**src/common/crs_pkg.sv**
```systemverilog
// Package for the conversion status and result readout block.
// Assumes a byte-wide register port fed by a serial bus front end.
package crs_pkg;
  localparam int            CRS_PTR_W        = 8;
  localparam int            CRS_RES_W        = 24;
  localparam int            CRS_BYTE_W       = 8;
  localparam logic [7:0]    CRS_ADDR_STATUS  = 8'h00;
  localparam logic [7:0]    CRS_ADDR_CAP_H   = 8'h01;
  localparam logic [7:0]    CRS_ADDR_CAP_M   = 8'h02;
  localparam logic [7:0]    CRS_ADDR_CAP_L   = 8'h03;
  localparam logic [7:0]    CRS_ADDR_VT_H    = 8'h04;
  localparam logic [7:0]    CRS_ADDR_VT_M    = 8'h05;
  localparam logic [7:0]    CRS_ADDR_VT_L    = 8'h06;
  localparam logic [7:0]    CRS_STATUS_RESET = 8'h07;
  localparam logic [23:0]   CRS_RESULT_RESET = 24'h000000;
  localparam logic [23:0]   CRS_CAP_ZERO     = 24'h800000;
  localparam int            CRS_BIT_CAP      = 0;
  localparam int            CRS_BIT_VT       = 1;
  localparam int            CRS_BIT_ALL      = 2;
  localparam int            CRS_TEMP_DIV     = 2048;
  localparam int            CRS_TEMP_OFFSET  = 4096;
  typedef enum logic [1:0] {
    CRS_BUS_IDLE = 2'b01,
    CRS_BUS_READ = 2'b10
  } crs_bus_state_t;
endpackage

```
**src/hw/crs_readout.sv**
```systemverilog
// Status flags, ready pin and result registers of the converter readout.
// Assumes the serial front end gives pointer loads, byte reads and stop.
//
// Overview of operation
// Status bits seven to three always read as zero.
// Combined flag low when enabled channels finished and unread data exists.
// With both channels on, combined flag falls only after both finish.
// Combined flag returns high on data read or before next conversion ends.
// With one channel on, combined flag follows that channel's flag.
// Voltage/temperature flag low after its conversion until result is read.
// Capacitive flag low after its conversion until result is read.
// Active-low ready pin mirrors the combined completion flag.
// Capacitive result loads, but is dropped while its read is in progress.
// Bus stop ends a result read and releases the update lock.
// Master should read all three result bytes in one transfer.
// Master should read capacitive result before the next one finishes.
// Capacitive results are offset binary, mid code meaning zero.
// Voltage/temperature result loads, dropped while its read is in progress.
// Voltage results are offset binary, mid code meaning zero volts.
// Temperature code gives degrees as code over 2048 minus 4096.
// Master should read voltage/temperature result before the next one.
// Status resets to 0x07, results reset to zero.
// Pointer advances after each transferred byte until a stop.
// Capacitive enable decides its part in the combined flag.
`timescale 1ns/1ps
`default_nettype none
module crs_readout
  import crs_pkg::*;
#(
  parameter int RES_W = CRS_RES_W
) (
  input  wire logic                  clk,
  input  wire logic                  reset,
  input  wire logic                  capacitive_channel_on,
  input  wire logic                  volt_temp_channel_on,
  input  wire logic                  cap_result_valid,
  input  wire logic [RES_W-1:0]      cap_result,
  input  wire logic                  vt_result_valid,
  input  wire logic [RES_W-1:0]      vt_result,
  input  wire logic                  conversion_start,
  input  wire logic                  ptr_load,
  input  wire logic [CRS_PTR_W-1:0]  ptr_value,
  input  wire logic                  byte_read,
  input  wire logic                  bus_stop,
  output var  logic [CRS_BYTE_W-1:0] read_data,
  output var  logic [CRS_PTR_W-1:0]  reg_pointer,
  output var  logic [CRS_BYTE_W-1:0] conversion_status,
  output var  logic [RES_W-1:0]      capacitance_result,
  output var  logic [RES_W-1:0]      voltage_temperature_result,
  output logic                       ready_n
);
  crs_bus_state_t   bus_state;
  crs_bus_state_t   next_bus_state;
  logic [CRS_PTR_W-1:0]  next_reg_pointer;
  logic [CRS_BYTE_W-1:0] next_read_data;
  logic             cap_lock;
  logic             vt_lock;
  logic             next_cap_lock;
  logic             next_vt_lock;
  logic             capacitance_done_n;
  logic             volt_temp_done_n;
  logic             all_done_n;
  logic             next_cap_done_n;
  logic             next_vt_done_n;
  logic             next_all_done_n;
  logic             cap_taken;
  logic             vt_taken;
  logic             cap_pending;
  logic             vt_pending;
  logic             next_cap_pending;
  logic             next_vt_pending;
  logic             rd_cap;
  logic             rd_vt;

  function automatic logic is_cap(input logic [CRS_PTR_W-1:0] a);
    return (a >= CRS_ADDR_CAP_H) && (a <= CRS_ADDR_CAP_L);
  endfunction

  function automatic logic is_vt(input logic [CRS_PTR_W-1:0] a);
    return (a >= CRS_ADDR_VT_H) && (a <= CRS_ADDR_VT_L);
  endfunction

  // capacitive result hold; R13 offset binary passes unchanged
  crs_result_hold #(.WIDTH(RES_W)) u_cap_hold (
    .clk       (clk),
    .reset     (reset),
    .load      (cap_result_valid),
    .locked    (cap_lock || rd_cap),
    .load_data (cap_result),
    .data      (capacitance_result),
    .taken     (cap_taken)
  );

  // voltage/temperature hold; R15 R16 codes pass unchanged
  crs_result_hold #(.WIDTH(RES_W)) u_vt_hold (
    .clk       (clk),
    .reset     (reset),
    .load      (vt_result_valid),
    .locked    (vt_lock || rd_vt),
    .load_data (vt_result),
    .data      (voltage_temperature_result),
    .taken     (vt_taken)
  );

  assign rd_cap = byte_read && is_cap(reg_pointer);
  assign rd_vt  = byte_read && is_vt(reg_pointer);

  // Bus read tracking and pointer
  always_comb begin
    next_bus_state   = bus_state;
    next_reg_pointer = reg_pointer;
    next_read_data   = read_data;
    next_cap_lock    = cap_lock;
    next_vt_lock     = vt_lock;
    if (ptr_load) begin
      next_reg_pointer = ptr_value;
    end
    if (byte_read) begin
      next_bus_state = CRS_BUS_READ;
      case (reg_pointer)
        // upper status bits zero
        CRS_ADDR_STATUS: next_read_data = conversion_status;
        CRS_ADDR_CAP_H:  next_read_data = capacitance_result[23:16];
        CRS_ADDR_CAP_M:  next_read_data = capacitance_result[15:8];
        CRS_ADDR_CAP_L:  next_read_data = capacitance_result[7:0];
        CRS_ADDR_VT_H:   next_read_data = voltage_temperature_result[23:16];
        CRS_ADDR_VT_M:   next_read_data = voltage_temperature_result[15:8];
        CRS_ADDR_VT_L:   next_read_data = voltage_temperature_result[7:0];
        default:         next_read_data = 8'h00;
      endcase
      // pointer auto-increment
      next_reg_pointer = reg_pointer + 8'h01;
      // lock during read
      if (rd_cap) begin
        next_cap_lock = 1'b1;
      end
      // lock during read
      if (rd_vt) begin
        next_vt_lock = 1'b1;
      end
    end
    // stop releases locks
    if (bus_stop) begin
      next_bus_state = CRS_BUS_IDLE;
      next_cap_lock  = 1'b0;
      next_vt_lock   = 1'b0;
    end
  end

  always_ff @(posedge clk) begin
    if (reset) begin
      bus_state   <= CRS_BUS_IDLE;
      reg_pointer <= CRS_ADDR_STATUS;
      read_data   <= 8'h00;
      cap_lock    <= 1'b0;
      vt_lock     <= 1'b0;
    end else begin
      bus_state   <= next_bus_state;
      reg_pointer <= next_reg_pointer;
      read_data   <= next_read_data;
      cap_lock    <= next_cap_lock;
      vt_lock     <= next_vt_lock;
    end
  end

  // Completion flags
  always_comb begin
    next_cap_done_n  = capacitance_done_n;
    next_vt_done_n   = volt_temp_done_n;
    next_all_done_n  = all_done_n;
    next_cap_pending = cap_pending;
    next_vt_pending  = vt_pending;
    // flag high at new conversion
    if (conversion_start) begin
      next_all_done_n  = 1'b1;
      next_cap_pending = 1'b0;
      next_vt_pending  = 1'b0;
    end
    // read clears capacitive flag
    if (rd_cap) begin
      next_cap_done_n = 1'b1;
    end
    // read clears voltage flag
    if (rd_vt) begin
      next_vt_done_n = 1'b1;
    end
    // read of enabled channel
    if ((rd_cap && capacitive_channel_on) || (rd_vt && volt_temp_channel_on)) begin
      next_all_done_n = 1'b1;
    end
    // capacitive finished, set wins
    if (cap_taken) begin
      next_cap_done_n  = 1'b0;
      next_cap_pending = 1'b1;
    end
    // voltage finished, set wins
    if (vt_taken) begin
      next_vt_done_n  = 1'b0;
      next_vt_pending = 1'b1;
    end
    // combine enabled channels
    if ((cap_taken || vt_taken)
        && (!capacitive_channel_on || next_cap_pending)
        && (!volt_temp_channel_on || next_vt_pending)
        && (capacitive_channel_on || volt_temp_channel_on)) begin
      // combined flag low
      next_all_done_n  = 1'b0;
      next_cap_pending = 1'b0;
      next_vt_pending  = 1'b0;
    end
  end

  always_ff @(posedge clk) begin
    if (reset) begin
      // reset values
      capacitance_done_n <= CRS_STATUS_RESET[CRS_BIT_CAP];
      volt_temp_done_n   <= CRS_STATUS_RESET[CRS_BIT_VT];
      all_done_n         <= CRS_STATUS_RESET[CRS_BIT_ALL];
      cap_pending        <= 1'b0;
      vt_pending         <= 1'b0;
    end else begin
      capacitance_done_n <= next_cap_done_n;
      volt_temp_done_n   <= next_vt_done_n;
      all_done_n         <= next_all_done_n;
      cap_pending        <= next_cap_pending;
      vt_pending         <= next_vt_pending;
    end
  end

  // status assembly
  assign conversion_status = {5'h00, all_done_n, volt_temp_done_n, capacitance_done_n};

  // ready pin mirrors flag
  assign ready_n = all_done_n;
endmodule
`default_nettype wire

```
**src/hw/crs_result_hold.sv**
```systemverilog
// Holding register for one 24-bit conversion result.
// Assumes load and lock come from the same clock domain.
`timescale 1ns/1ps
`default_nettype none
module crs_result_hold
  import crs_pkg::*;
#(
  parameter int WIDTH = CRS_RES_W
) (
  input  wire logic             clk,
  input  wire logic             reset,
  input  wire logic             load,
  input  wire logic             locked,
  input  wire logic [WIDTH-1:0] load_data,
  output var  logic [WIDTH-1:0] data,
  output logic                  taken
);
  logic [WIDTH-1:0] next_data;

  // Load skipped while locked
  always_comb begin
    next_data = data;
    if (load && !locked) begin
      next_data = load_data;
    end
  end

  assign taken = load && !locked;

  always_ff @(posedge clk) begin
    if (reset) begin
      data <= WIDTH'(CRS_RESULT_RESET);
    end else begin
      data <= next_data;
    end
  end
endmodule
`default_nettype wire

```
**config.mk**
```make
export PLATFORM = sky130hd
export DESIGN_NAME = crs_readout
export DESIGN_NICKNAME = d
export VERILOG_FILES = /design/src/common/crs_pkg.sv /design/src/hw/crs_readout.sv /design/src/hw/crs_result_hold.sv
export SDC_FILE = /design/constraint.sdc
export NUM_CORES = 1
export LEC_CHECK = 0
export BUFFER_PORTS_ARGS = -buffer_cell sky130_fd_sc_hd__clkbuf_2
export CAP_MARGIN = 25
export CORE_MARGIN = 5
export CORE_UTILIZATION = 50
export CTS_BUF_LIST = sky130_fd_sc_hd__clkbuf_4 sky130_fd_sc_hd__clkbuf_8
export CTS_CLUSTER_DIAMETER = 80
export DETAILED_ROUTE_END_ITERATION = 6
export PLACE_DENSITY = 0.84
export SYNTH_ARGS = -nofsm -noshare
export SYNTH_HDL_FRONTEND = slang
export SYNTH_SLANG_ARGS = --single-unit
```
**constraint.sdc**
```tcl
create_clock -name clk -period 4.04 [get_ports clk]
set_clock_uncertainty 0.2 [all_clocks]
set_input_delay 0 -clock clk [delete_from_list [all_inputs] [get_ports clk]]
set_output_delay 0 -clock clk [all_outputs]
set_load 0.02 [all_outputs]
```
==> impl_metrics.ini <==
[run_status]
status = finished clean

[grt]
grt_max_degree = 42
overflow = 0
grt_pass1_vias = 3554
grtUsageTotal_pct = 26.36
antenna_found_initial = 0
grt_pass1_wl_um = 17530

[placement]
dpl.hpwl_um = 6509
io_buffers = 133
place_congestion = 0.8106
dp_slack_ns = 1.241
placed_area_sq_um = 3806

[timing]
fmax_mhz = 271.8
worstMarginPinSlew_ns = 0.8268
period_share_pct = 91.08
rsz0062_at_grt = false
setup_violations = 0
fin_crit_ns = 3.680
finalHoldViolCount = 0
fin_ws_ns = 0.3604
final.setup.tns_ns = 0
final_max_slew_viol_count = 0
max_slew_margin_pct = 44.88

[clocking]
cts_tree = yes
post-cts-setup-buffers = 0
numCtsBuffers = 9
ctsRootBufferMaster = clkbuf_8
clock_path_buffers = 2
cts-htree-levels = 3
clkLatencyLatePin_ns = 0.35
path_clk_slew_ns = 0.07
cts_hold_buf = 78
clock-sinks = 71
cts_resized = 0

[route]
postRouteAntennaNets = 0
detailedRoute.firstPassIterationCount = 6
routed_wl_um = 11060
vias = 3555
vias_per_cell = 5.634
first_iter_violations = 291
drc = 0
routedWlPerCell_um = 17.53

[yosys]
synth-xor-area-share_pct = 0.8226
async_reset_ff_share_pct = 0
synth_area_leaders = dfxtp_1 44%, mux2i_1 9.4%, nand2_1 6.6%, a21oi_1 4.5%, a222oi_1 4.1%
yosysWarnings = 0
yosysSeqAreaShare_pct = 44.50
synth_ff_type = dfxtp_1
synth-simple-area-share_pct = 16.14
synth_fa_ha_area_share_pct = 1.567
synth.area.mux_share_pct = 9.401
synth_compound_area_share_pct = 20.64
ys_types = 43
synth_edf_count = 0
syn-cell-area_sq_um = 3194
synth_top_family_by_area = compound AO/OA/AOI/OAI gates
ys_ff_latch = 71
avgSynthCellArea_sq_um = 8.998
synth_top_area_share_pct = 44.50
netlist_instances = 355
yosys.area.top_type = dfxtp_1

[power_and_ir_drop]
p_int_uw = 1295
p_per_area_nw_per_um2 = 380.1
seq_power_share_pct = 43.2
power_leakage_uw = 0.002261
power_frac_clock_pct = 34.4
combinationalPowerShare_pct = 22.5
ir_drop_v = 0.0002853
p_sw_uw = 538.0
switching_share_pct = 29.35

[hold_path]
hold_depth = 2
hold_path_end = read_data[7]$_SDFFE_PP0P_
hp-class = in2reg
hp-start = reset

[die]
die_y_um = 89.93
initial_core_util_pct = 50.89
die-area_sq_um = 8087
row_count = 29
pin_count = 139
core_sq_um = 6277
die_w_um = 89.93

[worst_setup_path]
reg2reg_to = ready_n$_SDFFE_PP1P_
worstReg2RegStart = reg_pointer[1]$_SDFFE_PP0P_
ff2ff_setup_slack_ns = 0.36
path_depth = 9
crit_arrival_ns = 3.72
reg2reg_depth = 9
cp_top_family = buffers and inverters
worst-endpoint-required_ns = 4.08
crit_buf_inv = 3
crit_top_cell = dlygate4sd3_1
start_kind = flop
crit_chain = inv_1 -> ha_1 -> nand2b_1 -> and2_1 -> a22o_1 -> a2111oi_0 -> dlygate4sd3_1 -> a21oi_1 -> dlygate4sd3_1
cpMaxStageDelayCell = dlygate4sd3_1
slowest_delay_ns = 0.61
crit_type = reg2reg
cp_max_fo = 18
cp-end-kind = flop

[layout]
regArea_sq_um = 1421
stdcell_area_sq_um = 4822
area_growth_pct = 50.96
fin_nets = 620
mostFrequentLayoutCells = 133 x clkbuf_2, 78 x dlygate4sd3_1, 71 x dfxtp_1, 56 x nand2_1, 33 x nor2_1
n_antenna_cell = 0
drive_above_1_share_pct = 28.52
multi_input_area_sq_um = 1585
fill_cells = 420
layout.cells.most_common = clkbuf_2

[run]
drv_cap = 0
power by group through the flow:
stage / Clock (uW) / Sequential (uW) / Combinational (uW)
after floorplan: 0 / 845 / 181
after global placement: 0 / 802 / 323
after detailed placement: 0 / 804 / 328
after CTS: 631 / 788 / 395
after global routing: 660 / 797 / 440
final: 630 / 791 / 412
cell type report:
cell class                      instances  area share (%)
Clock buffer                           11           3.010
Clock inverter                          4           1.453
Inverter                                6          0.4670
Multi-Input combinational cell        248           32.87
Sequential cell                        71           29.48
Tap cell                               77           1.998
Timing Repair Buffer                  214           30.72
routing by layer:
metal | vias up | wire, um | global-route usage, %
met5 | - | 0 | 0
met4 | 0 | 363 | 12.41
met3 | 35 | 897 | 7.346
met2 | 190 | 5714 | 45.79
met1 | 1684 | 4083 | 29.64
li1 | 1646 | - | -
kinds of logic (layout without fill, tap and decap cells):
logic type | after synthesis | in the layout
compound gates | 91 | 91
xor+xnor | 3 | 3
fa+ha+maj | 4 | 4
buf+inv | 40 | 235
flops | 71 | 71
mux | 30 | 30
other cells | 1 | 5
simple gates | 115 | 115
sequential cells by signal, summed over array words and instances (netlist names):
register	count
vt_pending	1
u_vt_hold.data	24
ready_n	1
u_cap_hold.data	24
read_data	8
capacitance_done_n	1
volt_temp_done_n	1
vt_lock	1
cap_lock	1
reg_pointer	8
cap_pending	1
worst max-delay path by stage:
stage / start / end / slack [ns]
finish: reg_pointer[1]$_SDFFE_PP0P_ / ready_n$_SDFFE_PP1P_ / 0.36
detailed placement: reg_pointer[0]$_SDFFE_PP0P_ / cap_pending$_SDFF_PP0_ / 1.24
global placement: reg_pointer[0]$_SDFFE_PP0P_ / cap_pending$_SDFF_PP0_ / 1.35
floorplan: reg_pointer[0]$_SDFFE_PP0P_ / read_data[0]$_SDFFE_PP0P_ / 1.79
global route: reg_pointer[1]$_SDFFE_PP0P_ / ready_n$_SDFFE_PP1P_ / 0.22
CTS: reg_pointer[1]$_SDFFE_PP0P_ / ready_n$_SDFFE_PP1P_ / 0.51
stage by stage:
step | hold WS [ns] | std cells | power [uW] | utilization (%)
3_3_place_gp | -0.007135 | 537 | 1125 | 60.63
2_1_floorplan | -0.1207 | 359 | 1025 | -
6_report | 0.02960 | 631 | 1833 | 76.82
3_5_place_dp | 0.007198 | 537 | 1133 | 60.63
4_1_cts | 0.0009565 | 630 | 1814 | 76.50
5_1_grt | 0.05770 | 631 | 1897 | 76.82
cells in the mapped netlist (2+ instances only):
master / count
a211oi_1: 10
a21oi_1: 29
a222oi_1: 13
a22o_1: 13
a22oi_1: 2
a311oi_1: 2
a31oi_1: 2
and2_1: 3
buf_1: 2
buf_2: 3
buf_4: 11
buf_6: 3
clkbuf_1: 15
dfxtp_1: 71
ha_1: 4
inv_1: 6
mux2i_1: 30
nand2_1: 56
nand2b_1: 5
nand3_1: 3
nor2_1: 33
nor2b_1: 6
nor3_1: 2
o21ai_0: 9
or3_1: 3
xor2_1: 2
Power figures use the tool's default switching activity.
